`src/dpot_pkg.sv`:
```
// Purpose: Shared constants and types for the power-down/termination link
// Assumes: Link runs on pclk at 40 MHz; one command per clock
// Notes: Counts are in clock cycles unless the name says otherwise
package dpot_pkg;
   // Command codes on the link
   typedef enum logic [2:0] {
      DPOT_CMD_NOP = 3'h0,
      DPOT_CMD_ACT = 3'h1,
      DPOT_CMD_RD = 3'h2,
      DPOT_CMD_WR = 3'h3,
      DPOT_CMD_PRE = 3'h4,
      DPOT_CMD_MRS = 3'h5,
      DPOT_CMD_OCD = 3'h6
   } dpot_cmd_t;
   // Clock timing
   localparam int unsigned DPOT_CLK_PS = 25000;
   // Timing figures in clock cycles
   localparam logic [3:0] DPOT_FAST_EXIT_RD = 4'h2;
   localparam logic [3:0] DPOT_SLOW_EXIT_BASE = 4'h6;
   localparam logic [3:0] DPOT_CKE_MIN = 4'h3;
   localparam logic [3:0] DPOT_TERM_PD_ENTRY = 4'h3;
   localparam logic [3:0] DPOT_TERM_PD_EXIT = 4'h8;
   localparam logic [3:0] DPOT_TERM_ON_DLY = 4'h2;
   // Turn-off delay 2.5 clocks counted in half clocks
   localparam logic [3:0] DPOT_TERM_OFF_HALF = 4'h5;
   localparam logic [3:0] DPOT_ACT_ACT_MIN = 4'h2;
   // Picosecond figures
   localparam int unsigned DPOT_TRP_PS = 15000;
   localparam int unsigned DPOT_TRTP_PS = 7500;
   localparam int unsigned DPOT_TRAS_PS = 45000;
   localparam int unsigned DPOT_TRRD_PS = 7500;
   localparam int unsigned DPOT_OCD_MAX_PS = 12000;
   // Derived counts, least times rounded up
   localparam logic [3:0] DPOT_TRP_CYC =
      4'((DPOT_TRP_PS + DPOT_CLK_PS - 1) / DPOT_CLK_PS);
   localparam logic [3:0] DPOT_TRTP_CYC =
      4'((DPOT_TRTP_PS + DPOT_CLK_PS - 1) / DPOT_CLK_PS);
   localparam logic [3:0] DPOT_TRAS_CYC =
      4'((DPOT_TRAS_PS + DPOT_CLK_PS - 1) / DPOT_CLK_PS);
   localparam logic [3:0] DPOT_TRRD_CYC =
      4'((DPOT_TRRD_PS + DPOT_CLK_PS - 1) / DPOT_CLK_PS);
   // Longest delay rounded down, at least one cycle
   localparam logic [3:0] DPOT_OCD_CYC = (DPOT_OCD_MAX_PS / DPOT_CLK_PS) < 1 ?
      4'h1 : 4'(DPOT_OCD_MAX_PS / DPOT_CLK_PS);
   // Mode word fields
   localparam int unsigned DPOT_MR_PD_SLOW_BIT = 12;
   localparam int unsigned DPOT_MR_WR_LSB = 9;
   localparam int unsigned DPOT_MR_BL_LSB = 0;
   localparam int unsigned DPOT_MR_AL_LSB = 3;
   localparam logic [15:0] DPOT_MR_RESET = 16'h0000;
   // Controller registers (APB byte offsets)
   localparam logic [11:0] DPOT_REG_CMD = 12'h000;
   localparam logic [11:0] DPOT_REG_MODE = 12'h004;
   localparam logic [11:0] DPOT_REG_STATUS = 12'h008;
   localparam logic [11:0] DPOT_REG_TERM = 12'h00C;
   // Larger of two counts
   function automatic logic [3:0] dpot_max(input logic [3:0] a,
                                           input logic [3:0] b);
      dpot_max = (a > b) ? a : b;
   endfunction : dpot_max
endpackage : dpot_pkg

```
`src/dpot_if.sv`:
```
// Purpose: Command link between controller and memory device
// Assumes: Both ends on pclk
// Notes: Termination pin output and data pin are one-way here
`timescale 1ns/1ps
interface dpot_if;
   logic cke;
   logic [2:0] cmd;
   logic [15:0] mode;
   logic term_en;
   logic term_on;
   logic drv_on;
   logic pd_active;
   modport ctrl (output cke, output cmd, output mode, output term_en,
                 input term_on, input drv_on, input pd_active);
   modport dev (input cke, input cmd, input mode, input term_en,
                output term_on, output drv_on, output pd_active);
endinterface : dpot_if

```
`src/dpot_ctrl.sv`:
```
// Purpose: Controller end: spaces commands per timing constraints, APB regs
// Assumes: Software posts one command at a time through CMD register
// Notes: Command waits in a pending slot until its counters clear
//
// Functional notes
// Fast exit: two clocks before read
// Slow exit: six minus additive latency
// Mode bit 12 selects exit spacing
// Clock enable pulses last three clocks
// Three clocks from termination to power-down
// Eight clocks after exit before termination
// Termination on after two clocks
// Termination off after two and half
// Precharge after read: latency plus half burst
// Activates at least two clocks apart
// Write recovery: programmed count plus precharge
// Frequency change only in precharge power-down
// Driver output valid within twelve ns; the device end raises it two clocks (50 ns) after the command
// One down-counter per constraint, hold command
`timescale 1ns/1ps
module dpot_ctrl
   import dpot_pkg::*;
(
   // Clock and reset
   input wire logic pclk,
   input wire logic presetn,
   // APB slave
   input wire logic psel,
   input wire logic penable,
   input wire logic pwrite,
   input wire logic [11:0] paddr,
   input wire logic [31:0] pwdata,
   output logic [31:0] prdata,
   output logic pready,
   output logic pslverr,
   // Link
   dpot_if.ctrl link
);
   typedef enum logic [2:0] {
      DPOT_ST_IDLE = 3'b001,
      DPOT_ST_WAIT = 3'b010,
      DPOT_ST_ISSUE = 3'b100
   } dpot_st_t;
   dpot_st_t st_q;
   logic [2:0] pend_cmd_q;
   logic [15:0] mode_q;
   logic cke_q;
   logic cke_req_q;
   logic term_q;
   logic [2:0] cmd_q;
   logic [31:0] prdata_q;
   logic pready_q;
   logic pslverr_q;
   logic open_row_q;
   logic mrs_pend_q;
   logic apb_wr;
   logic apb_rd;
   logic ok_exit;
   logic ok_cke;
   logic ok_tpde;
   logic ok_tpdx;
   logic ok_pre;
   logic ok_ras;
   logic ok_act;
   logic ok_dal;
   logic ok_rx;
   logic go;
   logic [3:0] al;
   logic [3:0] bl_half;
   logic [3:0] exit_val;
   logic [3:0] rd_pre_val;
   logic [3:0] dal_val;
   logic cke_chg;
   logic term_pend;
   logic term_upd;
   logic cke_move;
   logic [2:0] cur_cmd;
   assign apb_wr = psel && penable && pwrite && !pready_q;
   assign apb_rd = psel && penable && !pwrite && !pready_q;
   assign al = {1'b0, mode_q[DPOT_MR_AL_LSB +: 3]};
   assign bl_half = mode_q[DPOT_MR_BL_LSB +: 3] == 3'h3 ? 4'h4 : 4'h2;
   // Exit spacing depends on the slow-exit bit
   assign exit_val = mode_q[DPOT_MR_PD_SLOW_BIT] ?
      ((al >= DPOT_SLOW_EXIT_BASE) ? 4'h1 : DPOT_SLOW_EXIT_BASE - al)
      : DPOT_FAST_EXIT_RD;
   assign rd_pre_val = dpot_max(4'(al + bl_half), DPOT_TRTP_CYC);
   assign dal_val = 4'({1'b0, mode_q[DPOT_MR_WR_LSB +: 3]} + 4'h1
                       + DPOT_TRP_CYC);
   assign cke_chg = cke_req_q != cke_q;
   assign term_pend = link.term_en != term_q;
   // Termination moves only while awake and past the exit latency
   assign term_upd = cke_q && ok_tpdx && term_pend;
   // Entry waits until a pending termination change has gone out
   assign cke_move = cke_chg && ok_cke && ok_tpde &&
      !(cke_q && term_pend);
   assign cur_cmd = go ? pend_cmd_q : DPOT_CMD_NOP;
   // Spacing counters, each reloaded by its own command, clock enable move or termination update
   dpot_cnt u_exit (.pclk(pclk), .presetn(presetn),
      .load(cke_move && cke_req_q), .value(exit_val),
      .done(ok_exit));
   dpot_cnt u_cke (.pclk(pclk), .presetn(presetn),
      .load(cke_move), .value(DPOT_CKE_MIN),
      .done(ok_cke));
   dpot_cnt u_tpde (.pclk(pclk), .presetn(presetn),
      .load(term_upd), .value(DPOT_TERM_PD_ENTRY),
      .done(ok_tpde));
   dpot_cnt u_tpdx (.pclk(pclk), .presetn(presetn),
      .load(cke_move && cke_req_q), .value(DPOT_TERM_PD_EXIT),
      .done(ok_tpdx));
   dpot_cnt u_pre (.pclk(pclk), .presetn(presetn),
      .load(cur_cmd == DPOT_CMD_RD), .value(rd_pre_val),
      .done(ok_pre));
   dpot_cnt u_ras (.pclk(pclk), .presetn(presetn),
      .load(cur_cmd == DPOT_CMD_ACT), .value(DPOT_TRAS_CYC),
      .done(ok_ras));
   dpot_cnt u_act (.pclk(pclk), .presetn(presetn),
      .load(cur_cmd == DPOT_CMD_ACT),
      .value(dpot_max(DPOT_ACT_ACT_MIN, DPOT_TRRD_CYC)),
      .done(ok_act));
   dpot_cnt u_dal (.pclk(pclk), .presetn(presetn),
      .load(cur_cmd == DPOT_CMD_WR), .value(dal_val),
      .done(ok_dal));
   dpot_cnt u_rx (.pclk(pclk), .presetn(presetn),
      .load(cur_cmd == DPOT_CMD_OCD), .value(DPOT_OCD_CYC),
      .done(ok_rx));
   // Gate the pending command on its counters and the link state
   always_comb begin
      go = 1'b0;
      if (st_q == DPOT_ST_WAIT && cke_q && !cke_chg) begin
         unique case (pend_cmd_q)
            DPOT_CMD_RD: go = ok_exit && ok_rx;
            DPOT_CMD_PRE: go = ok_pre && ok_ras && ok_dal;
            DPOT_CMD_ACT: go = ok_act && ok_dal && ok_exit;
            DPOT_CMD_MRS: go = ok_exit && !open_row_q;
            default: go = ok_exit;
         endcase
      end
   end
   // Command sequencer
   always_ff @(posedge pclk or negedge presetn) begin
      if (!presetn) begin
         st_q <= DPOT_ST_IDLE;
         pend_cmd_q <= DPOT_CMD_NOP;
      end else begin
         unique case (st_q)
            DPOT_ST_IDLE: begin
               if (apb_wr && paddr == DPOT_REG_CMD) begin
                  pend_cmd_q <= pwdata[2:0];
                  st_q <= DPOT_ST_WAIT;
               end
            end
            DPOT_ST_WAIT: begin
               if (go) begin
                  st_q <= DPOT_ST_ISSUE;
               end
            end
            DPOT_ST_ISSUE: st_q <= DPOT_ST_IDLE;
            default: st_q <= DPOT_ST_IDLE;
         endcase
      end
   end
   // Link outputs straight from flops
   always_ff @(posedge pclk or negedge presetn) begin
      if (!presetn) begin
         cmd_q <= DPOT_CMD_NOP;
         open_row_q <= 1'b0;
      end else begin
         cmd_q <= cur_cmd;
         if (cur_cmd == DPOT_CMD_ACT) begin
            open_row_q <= 1'b1;
         end else if (cur_cmd == DPOT_CMD_PRE) begin
            open_row_q <= 1'b0;
         end
      end
   end
   // Clock enable moves only when pulse width and entry latency allow
   always_ff @(posedge pclk or negedge presetn) begin
      if (!presetn) begin
         cke_q <= 1'b0;
      end else if (cke_move) begin
         cke_q <= cke_req_q;
      end
   end
   // Software registers; termination held until exit latency elapses
   always_ff @(posedge pclk or negedge presetn) begin
      if (!presetn) begin
         mode_q <= DPOT_MR_RESET;
         cke_req_q <= 1'b0;
         term_q <= 1'b0;
      end else if (apb_wr) begin
         if (paddr == DPOT_REG_MODE && st_q == DPOT_ST_IDLE) begin
            mode_q <= pwdata[15:0];
         end
         if (paddr == DPOT_REG_TERM) begin
            term_q <= pwdata[0];
            cke_req_q <= pwdata[1];
         end
      end
   end
   // Termination follows request only when synchronous timing holds
   always_ff @(posedge pclk or negedge presetn) begin
      if (!presetn) begin
         link.term_en <= 1'b0;
      end else if (term_upd) begin
         link.term_en <= term_q;
      end
   end
   // Mode word presented to the device alongside the mode command
   always_ff @(posedge pclk or negedge presetn) begin
      if (!presetn) begin
         link.mode <= DPOT_MR_RESET;
      end else begin
         link.mode <= mode_q;
      end
   end
   // APB read data and single answer after one wait state
   always_ff @(posedge pclk or negedge presetn) begin
      if (!presetn) begin
         prdata_q <= 32'h0000_0000;
         pready_q <= 1'b0;
         pslverr_q <= 1'b0;
      end else begin
         pready_q <= psel && penable && !pready_q;
         pslverr_q <= psel && penable && !pready_q &&
            !(paddr == DPOT_REG_CMD || paddr == DPOT_REG_MODE ||
              paddr == DPOT_REG_STATUS || paddr == DPOT_REG_TERM);
         prdata_q <= 32'h0000_0000;
         if (apb_rd) begin
            unique case (paddr)
               DPOT_REG_MODE: prdata_q <= {16'h0000, mode_q};
               DPOT_REG_STATUS: prdata_q <= {25'h000_0000, link.drv_on,
                  link.term_on, link.pd_active, cke_q,
                  // Frequency change safe only in power-down, idle rows
                  !cke_q && !open_row_q,
                  st_q == DPOT_ST_IDLE, ok_exit};
               DPOT_REG_TERM: prdata_q <= {30'h0000_0000, cke_req_q, term_q};
               default: prdata_q <= 32'h0000_0000;
            endcase
         end
      end
   end
   assign link.cke = cke_q;
   assign link.cmd = cmd_q;
   assign prdata = prdata_q;
   assign pready = pready_q;
   assign pslverr = pslverr_q;
endmodule : dpot_ctrl

```
`src/dpot_cnt.sv`:
```
// Purpose: Reloadable down-counter for one spacing constraint
// Assumes: Load wins over counting
// Notes: done is high when the count has reached zero
`timescale 1ns/1ps
module dpot_cnt
   import dpot_pkg::*;
(
   // Clock and reset
   input wire logic pclk,
   input wire logic presetn,
   // Control
   input wire logic load,
   input wire logic [3:0] value,
   // Status
   output logic done
);
   logic [3:0] cnt_q;
   // Count down to zero after each load
   always_ff @(posedge pclk or negedge presetn) begin
      if (!presetn) begin
         cnt_q <= 4'h0;
      end else if (load) begin
         cnt_q <= value;
      end else if (cnt_q != 4'h0) begin
         cnt_q <= cnt_q - 4'h1;
      end
   end
   // Count alone; ignoring load keeps the callers' gating free of loops
   assign done = cnt_q == 4'h0;
endmodule : dpot_cnt

```
`src/flat_wrapper.sv`:
```
// flat-port wrapper written by rule: the top's interface ports become plain ports
module dpot_ctrl_flat import dpot_pkg::*;
  (pclk, presetn, psel, penable, pwrite, paddr, pwdata, prdata, pready, pslverr, link_cke, link_cmd, link_mode, link_term_en, link_term_on, link_drv_on, link_pd_active);
  dpot_if link_i ();
  input wire logic pclk;
  input wire logic presetn;
  input wire logic psel;
  input wire logic penable;
  input wire logic pwrite;
  input wire logic [11:0] paddr;
  input wire logic [31:0] pwdata;
  output logic [31:0] prdata;
  output logic pready;
  output logic pslverr;
  output wire logic [$bits(link_i.cke)-1:0] link_cke;
  output wire logic [$bits(link_i.cmd)-1:0] link_cmd;
  output wire logic [$bits(link_i.mode)-1:0] link_mode;
  output wire logic [$bits(link_i.term_en)-1:0] link_term_en;
  input wire logic [$bits(link_i.term_on)-1:0] link_term_on;
  input wire logic [$bits(link_i.drv_on)-1:0] link_drv_on;
  input wire logic [$bits(link_i.pd_active)-1:0] link_pd_active;
  assign link_cke = link_i.cke;
  assign link_cmd = link_i.cmd;
  assign link_mode = link_i.mode;
  assign link_term_en = link_i.term_en;
  assign link_i.term_on = link_term_on;
  assign link_i.drv_on = link_drv_on;
  assign link_i.pd_active = link_pd_active;
  dpot_ctrl u_core (.pclk(pclk), .presetn(presetn), .psel(psel), .penable(penable), .pwrite(pwrite), .paddr(paddr), .pwdata(pwdata), .prdata(prdata), .pready(pready), .pslverr(pslverr), .link(link_i));
endmodule
```
`config.mk`:
```
export PLATFORM = sky130hd
export DESIGN_NAME = dpot_ctrl_flat
export DESIGN_NICKNAME = d
export VERILOG_FILES = /design/src/dpot_pkg.sv /design/src/dpot_if.sv /design/src/dpot_ctrl.sv /design/src/dpot_cnt.sv /design/src/flat_wrapper.sv
export SDC_FILE = /design/constraint.sdc
export NUM_CORES = 1
export LEC_CHECK = 0
export BUFFER_PORTS_ARGS = -buffer_cell sky130_fd_sc_hd__buf_4
export CORE_MARGIN = 5
export CORE_UTILIZATION = 54
export CTS_CLUSTER_SIZE = 30
export DETAILED_ROUTE_END_ITERATION = 6
export PLACE_DENSITY = 0.8
export RECOVER_POWER = 100
export SETUP_SLACK_MARGIN = 0.5
export SYNTH_ARGS = -nofsm -noshare
export SYNTH_HDL_FRONTEND = slang
export SYNTH_SLANG_ARGS = --single-unit
```
`constraint.sdc`:
```
create_clock -name pclk -period 2.3 [get_ports pclk]
set_input_delay 0.115 -clock pclk [delete_from_list [all_inputs] [get_ports pclk]]
set_output_delay 0.115 -clock pclk [all_outputs]
set_load 0.1 [all_outputs]
```
==> results.ini, run 1 <==
[global_routing]
grt_pass1_wl_um=16800
grt_use_met2_pct=34.8
first_global_vias=3546
grt.total_usage_pct=20.5
gr-usage-met1_pct=26.1
busiest_layer=met2
overflow=0
grt_start_max_net_pins=36
use_met3_pct=4.64
antenna_found_initial=0

[critical_path]
crit_chain=and4b_1 -> and4_1 -> nand3_1 -> nor2_1 -> clkbuf_16 -> mux2_1
critPathLaunchType=flip-flop
crit_type=flip-flop to flip-flop
cpPeakStageDelay_ns=0.48
arrival_ns=2.38
timing.reg2reg.setup_slack_ns=0.16
cp.required_ns=2.54
path_buf_inv=1
crit_fanout=8
critPathTopFamily=simple AND/OR/NAND/NOR gates
endpoint_kind=flip-flop
slowest_stage=dfrtp_4

[synthesis]
ys_top_cells_by_count=99 x dfrtp_1, 26 x inv_1, 23 x nor2_1, 22 x mux2_2, 19 x ha_1
yosysMostFrequentCell=dfrtp_1
synth_top_family_by_area=simple AND/OR/NAND/NOR gates
ys_async_sr_fraction_pct=100
synth-edff-count=0
synthTopCellsByArea=dfrtp_1 54%, mux2_2 5.4%, ha_1 5.2%
ys_warn_count=0
syn_inst=403
synth_top_flop_cell=dfrtp_1
seq_area_frac_synth_pct=54.3
synthAdderAreaFrac_pct=5.59
syn_area_mm2=0.00461
yosysTopAreaCell=dfrtp_1
synth_compound_area_share_pct=8.60
synth_area_per_cell_um2=11.4
ys_ff_latch=100
synth_xor_area_share_pct=2.28
yosysTopAreaCellShare_pct=53.7
synthMuxAreaShare_pct=6.57
synth_cell_types=53
synthSimpleGateAreaFrac_pct=16.8

[pwr]
irDropWorstVdd_mv=0.388
powerDensity_mw_per_mm2=706
p_leak_nw=2.89

[placement]
placed_area_mm2=0.00539
portBuffers=74
dp_hpwl_um=7060
gp_congestion=0.808

[cts]
ctsRootBufferMaster=clkbuf_8
clockBufferDepth=2
cts_sinks=100
path_clk_slew_ns=0.10
clkLatencyLatePin_ns=0.35
htreeDepth=3
cts_tree=built
cts_buffers=9

[sta]
setup_tns_ns=0
rsz0062_at_grt=yes
slew_viol_final=0
slew_headroom_pct=20.1
finalSetupViolations=0
skew_ns=0.0123
timing.final.crit_share_pct=92.9
fmax_mhz=468
worst_slew_pin_slew_ns=1.20
fin_crit_ns=2.14
finalHoldViolCount=0

[route]
via_per_inst=5.36
wl_per_cell_um=16.8
remaining_drc_errors=0
drtIter0Drc=182
via_count=3426
ant_nets=0
drt-total-wl_um=10700
first_pass_iters=4

[outcome]
outcome=completed

[final_layout]
n_antenna_cell=0
drive_gt1_share_pct=22.1
syn_to_final_growth_pct=25.2
nets=602
nFillCells=606
fin_area_mm2=0.00577

[die]
die_h_um=102
row_count=33
die_w_um=102
design.die.area_mm2=0.0105
initial_core_util_pct=55.8
boundaryPins=107
core_mm2=0.00826

[run]
cap_violations=0

[worst_hold_path]
hold_class=primary input to flip-flop

[registers in the layout (all words and copies together) (netlist names), 4 cells and up]
signal,count
u_core.u_ras.cnt_q,4
u_core.mode_q,16
u_core.u_exit.cnt_q,4
u_core.u_dal.cnt_q,4
u_core.u_act.cnt_q,4
u_core.link.mode,16
u_core.u_cke.cnt_q,4
u_core.prdata,16
u_core.u_tpdx.cnt_q,4
u_core.u_pre.cnt_q,4
u_core.u_tpde.cnt_q,4
u_core.u_rx.cnt_q,4
[per-stage QoR]
stage,worst slack [ns],std cells,total power [mW],util [%],hold slack (ns)
after global routing,0.0864,639,4.32,69.9,0.00378
final,0.163,639,4.07,69.9,0.0219
after detailed placement,0.0897,586,2.92,65.3,0.106
after floorplan,0.250,418,2.70,-,-0.181
after global placement,0.157,586,2.86,65.3,0.0898
after CTS,0.258,626,4.06,71.3,0.00220
[final timing paths]
check / start / end / cells after the start
min reg2reg: u_core.mode_q[15] / u_core.link.mode[15] / 0
max reg2reg: u_core.pready / u_core.mode_q[3] / 6
max: u_core.pready / u_core.mode_q[3] / 6
min: psel / u_core.pready / 3
max in group asynchronous: presetn / u_core.link.cke / 3
min in group asynchronous: presetn / u_core.mode_q[9] / 2
[final cells by class]
class	count	area, um2	share of cell area (%)
timing repair buffer	125	841	14.6
clock buffer	11	141	2.45
inverter	26	97.6	1.69
tap	105	131	2.28
sequential	100	2510	43.5
clock inverter	4	51.3	0.889
multi-input combinational	268	2000	34.7
[metal layers]
| metal | part of all wire, % | up-vias |
|---|---|---|
| met5 | 0 | - |
| met4 | 2.3 | 0 |
| met3 | 6.5 | 19 |
| met2 | 50 | 110 |
| met1 | 42 | 1698 |
| li1 | - | 1599 |
[cell usage in the layout, fill, tap and decap left out, drive strengths merged, types with 15 or more instances in the layout]
master	netlist	routed
nor2	25	25
a21oi	18	18
dfrtp	99	99
nand2	17	17
dlygate4sd3	0	16
clkbuf	5	62
mux2	25	25
ha	19	19
and2	15	15
o21ai	18	18
buf	20	58
inv	26	26
conb	1	16
[report_power, final]
part	internal (mW)	switching, mW
Sequential	1.91	0.116
Combinational	0.400	0.547
Clock	0.528	0.574
Total	2.84	1.24
[worst min-delay path: cells and delay by family]
family / cells / cell delay [ns]
AND/OR/NAND/NOR: 2 / 0.12
buffers and inverters: 1 / 0.11
[timing repair]
item / 4_1_cts / 5_1_grt
cloned: 2 / 0
pin swaps: 6 / 8
setup buffers: 11 / 9
setup endpoints to repair: 43 / 62
resized for setup: 20 / 17
hold buffers: 12 / 4
endpoints found under the hold margin: 42 / 4
[logic make-up (layout without fill, tap and decap cells)]
family          Yosys count  count (layout)
flops                   100             100
compound gates           60              61
fa+ha+maj                20              20
other cells               1              16
buf+inv                  51             166
xor+xnor                 12              12
mux                      26              26
simple gates            133             133
No activity file was read; power rests on OpenSTA's default activity.
==> run 2, diff against run 1 <==
==> constraint.sdc (replaced) <==
create_clock -name pclk -period 2.3 [get_ports pclk]
set_input_delay 0.115 -clock pclk [delete_from_list [all_inputs] [get_ports pclk]]
set_output_delay 0.115 -clock pclk [all_outputs]
set_load 0.05 [all_outputs]
==> results.ini, run 2 (synthesized netlist as in run 1, its figures left out) <==
[sta]
fmax_mhz=483  ; was 468 MHz
skew_ns=0.0121  ; was 0.0123 ns
setup_tns_ns=0  ; unchanged
timing.final.crit_share_pct=90.1  ; was 92.9%
fin_crit_ns=2.07  ; was 2.14 ns
finalSetupViolations=0  ; unchanged
slew_headroom_pct=37.0  ; was 20.1%
worst_slew_pin_slew_ns=0.945  ; was 1.20 ns
rsz0062_at_grt=yes  ; unchanged
finalHoldViolCount=0  ; unchanged
slew_viol_final=0  ; unchanged

[route]
ant_nets=0  ; unchanged
drtIter0Drc=139  ; was 182
remaining_drc_errors=0  ; unchanged
via_per_inst=5.34  ; was 5.36
drt-total-wl_um=9940  ; was 10,700 um
via_count=3394  ; was 3,426
wl_per_cell_um=15.6  ; was 16.8 um
first_pass_iters=4  ; unchanged

[final_layout]
final_common_cell=dfrtp_1  ; unchanged
syn_to_final_growth_pct=23.3  ; was 25.2%
final_cell_mix=98 x dfrtp_1, 55 x buf_4, 45 x clkbuf_1  ; was 97 x dfrtp_1, 56 x buf_4, 44 x clkbuf_1
drive_gt1_share_pct=21.5  ; was 22.1%
n_antenna_cell=0  ; unchanged
nets=598  ; was 602
fin_area_mm2=0.00568  ; was 0.00577 mm2

[cts]
clkLatencyLatePin_ns=0.36  ; was 0.35 ns
clockBufferDepth=2  ; unchanged
cts_sinks=100  ; unchanged
htreeDepth=3  ; unchanged
cts_tree=built  ; unchanged
cts_buffers=9  ; unchanged
ctsRootBufferMaster=clkbuf_8  ; unchanged
path_clk_slew_ns=0.10  ; about the same

[die]
initial_core_util_pct=55.8  ; unchanged
boundaryPins=107  ; unchanged
design.die.area_mm2=0.0105  ; unchanged
core_mm2=0.00826  ; unchanged
die_w_um=102  ; unchanged
die_h_um=102  ; unchanged
row_count=33  ; unchanged

[worst_hold_path]
min_path_cells=3  ; unchanged
hold_class=primary input to flip-flop  ; unchanged
min_to=u_core.pready  ; unchanged
min_from=psel  ; unchanged

[global_routing]
grt.total_usage_pct=19.8  ; was 20.5%
grt_pass1_wl_um=16200  ; was 16,800 um
grt_start_max_net_pins=65  ; was 36
antenna_found_initial=0  ; unchanged
first_global_vias=3456  ; was 3,546
overflow=0  ; unchanged

[pwr]
powerDensity_mw_per_mm2=691  ; was 706 mW/mm2
irDropWorstVdd_mv=0.388  ; about the same
p_leak_nw=2.85  ; was 2.89 nW

[placement]
portBuffers=74  ; unchanged
dp_hpwl_um=6880  ; was 7060 um
placed_area_mm2=0.00536  ; was 0.00539 mm2
gp_congestion=0.759  ; was 0.808

[critical_path]
cp.required_ns=2.55  ; was 2.54 ns
cpPeakStageDelay_ns=0.41  ; was 0.48 ns
arrival_ns=2.32  ; was 2.38 ns
r2r_end=u_core.u_dal.cnt_q[2]  ; was u_core.mode_q[3]
critPathLaunchType=flip-flop  ; unchanged
critPathTopFamily=simple AND/OR/NAND/NOR gates  ; unchanged
endpoint_kind=flip-flop  ; unchanged
crit_type=flip-flop to flip-flop  ; unchanged
r2r_start=u_core.u_act.cnt_q[1]  ; was u_core.pready
timing.reg2reg.setup_slack_ns=0.23  ; was 0.16 ns
path_buf_inv=1  ; unchanged
r2r_cells=7  ; was 6
crit_chain=inv_1 -> ha_1 -> nor3b_4 -> nand2_1 -> a2111oi_4 -> nand4_4 -> mux2_4  ; was and4b_1 -> and4_1 -> nand3_1 -> nor2_1 -> clkbuf_16 -> mux2_1
slowest_stage=dfrtp_1  ; was dfrtp_4
crit_fanout=4  ; was 8

[run]
cap_violations=0  ; unchanged

[outcome]
outcome=completed  ; unchanged

[run 2: cell count changes in the layout (fill, tap and decap cells not counted), sizes merged]
cell / before / now
inv: 26 / 28
dlygate4sd3: 16 / 17
buf: 58 / 57
clkinv: 2 / 3
clkbuf: 62 / 57
bufinv: 1 / 0
[run 2: area by class of cell]
class / count / area [um2]
Sequential cell: 100 / 2500
Tap cell: 105 / 131
Multi-Input combinational cell: 268 / 1970
Clock inverter: 6 / 47.5
Fill cell: 640 / 2570
Inverter: 26 / 97.6
Timing Repair Buffer: 121 / 793
Clock buffer: 10 / 138
[run 2: how the worst max path moves through the flow]
stage | startpoint | end | slack (ns) | cells after the start
finish | u_core.u_act.cnt_q[1] | u_core.u_dal.cnt_q[2] | 0.23 | 7
global route | u_core.u_act.cnt_q[1] | u_core.u_pre.cnt_q[2] | 0.1 | 8
CTS | u_core.u_dal.cnt_q[0] | u_core.u_dal.cnt_q[2] | 0.26 | 7
detailed placement | u_core.u_act.cnt_q[0] | u_core.u_dal.cnt_q[2] | 0.09 | 7
global placement | u_core.u_act.cnt_q[0] | u_core.u_dal.cnt_q[2] | 0.15 | 7
floorplan | u_core.u_dal.cnt_q[0] | u_core.u_dal.cnt_q[0] | 0.25 | 7
[run 2: routing by layer]
| metal | vias up | part of all wire, % | track usage (%) |
|---|---|---|---|
| met5 | - | 0 | 0 |
| met3 | 14 | 5.7 | 3.00 |
| met2 | 99 | 50 | 34.6 |
| li1 | 1595 | - | - |
| met4 | 0 | 2.2 | 8.68 |
| met1 | 1686 | 42 | 24.4 |
[run 2: repair_timing]
| item | 4_1_cts | 5_1_grt |
|---|---|---|
| endpoints found under the hold margin | 50 | 1 |
| buffers inserted | 10 | 10 |
| gates cloned | 1 | 0 |
| hold buffers | 16 | 1 |
| resized for setup | 13 | 10 |
| pin swaps | 13 | 9 |
| setup endpoints to repair | 39 | 48 |
[run 2: where the power goes]
part           switching, mW  internal (mW)  leakage (nW)  total (mW)
Combinational          0.469          0.397          1.40       0.866
Clock                  0.611          0.433        0.0933        1.04
Sequential             0.112           1.91          1.36        2.02
Total                   1.19           2.74          2.85        3.93
[run 2: metrics by stage]
| stage | util (%) | worst slack [ns] | cells | hold slack [ns] | total power, mW |
|---|---|---|---|---|---|
| finish | 68.8 | 0.228 | 636 | 0.0168 | 3.93 |
| global route | 68.8 | 0.0982 | 636 | 0.00926 | 4.18 |
| CTS | 70.5 | 0.262 | 625 | 0.00163 | 3.93 |
| floorplan | - | 0.250 | 418 | -0.181 | 2.63 |
| detailed placement | 64.8 | 0.0859 | 582 | 0.113 | 2.85 |
| global placement | 64.8 | 0.151 | 582 | 0.108 | 2.79 |
[run 2: worst register-to-register path: cells and delay by family (launching register included)]
kind	cells	cell delay (ns)
AO/OA/AOI/OAI	1	0.41
buffers and inverters	1	0.09
flip-flops	1	0.41
adder cells (fa/ha/maj)	1	0.19
AND/OR/NAND/NOR	3	0.52
multiplexers	1	0.34
==> run 3, diff against run 2 <==
--- a/config.mk
+++ b/config.mk
@@ -12,6 +12,7 @@
 export DETAILED_ROUTE_END_ITERATION = 6
 export PLACE_DENSITY = 0.8
 export RECOVER_POWER = 100
+export REMOVE_ABC_BUFFERS = 1
 export SETUP_SLACK_MARGIN = 0.5
 export SYNTH_ARGS = -nofsm -noshare
 export SYNTH_HDL_FRONTEND = slang
==> results.ini, run 3 (synthesized netlist as in run 1, its figures left out) <==
[placement]
gp_congestion=0.787  ; was 0.759
dp_hpwl_um=6690  ; was 6880 um
portBuffers=74  ; unchanged
dp.cells=584  ; was 582

[final_layout]
drive_gt1_share_pct=23.0  ; was 21.5%
multi_input_area_mm2=0.00200  ; was 0.00197 mm2
final_common_cell=dfrtp_1  ; unchanged
final_util_pct=70.0  ; was 68.8%
instances_no_fill=643  ; was 636
syn_to_final_growth_pct=25.4  ; was 23.3%
n_antenna_cell=0  ; unchanged
nFillCells=606  ; was 640
ff_latch_area_mm2=0.00250  ; unchanged
nets=605  ; was 598
final_cell_mix=98 x dfrtp_1, 57 x buf_4, 46 x clkbuf_1  ; was 98 x dfrtp_1, 55 x buf_4, 45 x clkbuf_1

[sta]
timing.final.crit_share_pct=91.9  ; was 90.1%
rsz0062_at_grt=yes  ; unchanged
setup_tns_ns=0  ; unchanged
fmax_mhz=473  ; was 483 MHz
slew_headroom_pct=18.2  ; was 37.0%
skew_ns=0.0172  ; was 0.0121 ns
worst_slew_pin_slew_ns=1.23  ; was 0.945 ns
finalSetupViolations=0  ; unchanged
finalHoldViolCount=0  ; unchanged
slew_viol_final=0  ; unchanged
fin_crit_ns=2.11  ; was 2.07 ns
hold_slack_ns=0.00710  ; was 0.0168 ns

[global_routing]
use_met3_pct=7.51  ; was 3.00%
antenna_found_initial=0  ; unchanged
grt_use_met2_pct=36.9  ; was 34.6%
overflow=0  ; unchanged
first_global_vias=3577  ; was 3,456
grt.total_usage_pct=21.2  ; was 19.8%
busiest_layer=met2  ; unchanged
grt_start_max_net_pins=52  ; was 65
grt_pass1_wl_um=17400  ; was 16,200 um
gr-usage-met1_pct=25.6  ; was 24.4%

[route]
ant_nets=0  ; unchanged
first_pass_iters=4  ; unchanged
drtIter0Drc=131  ; was 139
via_count=3457  ; was 3,394
wl_per_cell_um=17.7  ; was 15.6 um
drt-total-wl_um=11400  ; was 9940 um
via_per_inst=5.38  ; was 5.34
remaining_drc_errors=0  ; unchanged

[pwr]
powerDensity_mw_per_mm2=683  ; was 691 mW/mm2
total_power_mw=3.95  ; was 3.93 mW
p_leak_nw=2.88  ; was 2.85 nW
irDropWorstVdd_mv=0.440  ; was 0.388 mV

[worst_hold_path]
hold_class=primary input to flip-flop  ; unchanged
min_from=psel  ; unchanged

[die]
boundaryPins=107  ; unchanged
design.die.area_mm2=0.0105  ; unchanged
initial_core_util_pct=55.8  ; unchanged
die_w_um=102  ; unchanged
die_h_um=102  ; unchanged
core_mm2=0.00826  ; unchanged
row_count=33  ; unchanged

[critical_path]
startpoint=u_core.pready  ; was u_core.u_act.cnt_q[1]
crit_fanout=9  ; was 4
arrival_ns=2.40  ; was 2.32 ns
cp.required_ns=2.59  ; was 2.55 ns
r2r_start=u_core.pready  ; was u_core.u_act.cnt_q[1]
path_buf_inv=1  ; unchanged
critPathLaunchType=flip-flop  ; unchanged
critPathTopFamily=simple AND/OR/NAND/NOR gates  ; unchanged
cpPeakStageDelay_ns=0.71  ; was 0.41 ns
endpoint_kind=flip-flop  ; unchanged
crit_type=flip-flop to flip-flop  ; unchanged
crit_chain=clkbuf_4 -> or4_1 -> nor2_1 -> and2_1  ; was inv_1 -> ha_1 -> nor3b_4 -> nand2_1 -> a2111oi_4 -> nand4_4 -> mux2_4
slowest_stage=or4_1  ; was dfrtp_1

[cts]
path_clk_slew_ns=0.10  ; about the same
cts_buffers=9  ; unchanged
htreeDepth=3  ; unchanged
clkLatencyLatePin_ns=0.36  ; about the same
cts_tree=built  ; unchanged
clockBufferDepth=2  ; unchanged
ctsRootBufferMaster=clkbuf_8  ; unchanged
cts_sinks=100  ; unchanged

[outcome]
outcome=completed  ; unchanged

[run]
cap_violations=0  ; unchanged

## run 3: final cells by class
class,instances,area share [%]
tap,105,2.27
clock inverter,4,0.563
sequential,100,43.3
timing repair buffer,128,15.0
clock buffer,12,2.51
multi-input combinational,268,34.6
inverter,26,1.69
## run 3: layer usage
metal  vias to the layer above  share of wire, %
met5                         -                 0
met4                         0               2.2
met3                        24               6.7
met2                       115                53
met1                      1708                39
li1                       1610                 -
## run 3: power breakdown
group / internal [mW] / switching (mW)
Clock: 0.431 / 0.629
Sequential: 1.91 / 0.101
Combinational: 0.400 / 0.480
Total: 2.74 / 1.21
## run 3: worst register-to-register path, cell delays in order, from the launching register on
cell	delay, ns
dfrtp_1	0.40
clkbuf_4	0.14
or4_1	0.71
nor2_1	0.53
and2_1	0.26
## run 3: what timing repair did
action,in CTS,in global routing
setup buffers,12,10
pin swaps,10,7
setup endpoints to repair,48,48
hold endpoints to repair,67,0
gates resized for setup,28,39
cloned,1,2
hold buffers,18,0
## run 3: final timing paths
| check | to | slack [ns] | depth (start not counted) |
|---|---|---|---|
| min in group asynchronous | u_core.prdata[13] | 0.57 | 2 |
| max in group asynchronous | u_core.st_q[0] | 0.83 | 3 |
| worst max register to register | u_core.prdata[15] | 0.19 | 4 |
| worst min-delay path | u_core.pready | 0.007 | 3 |
| worst max-delay path | u_core.prdata[15] | 0.19 | 4 |
| worst min register to register | u_core.link.mode[15] | 0.40 | 0 |
## run 3: metrics by stage
stage / cell area [um2] / setup WS [ns]
global route: 5780 / 0.119
finish: 5780 / 0.186
detailed placement: 5290 / 0.0757
global placement: 5290 / 0.145
CTS: 5840 / 0.327
floorplan: 4500 / 0.175
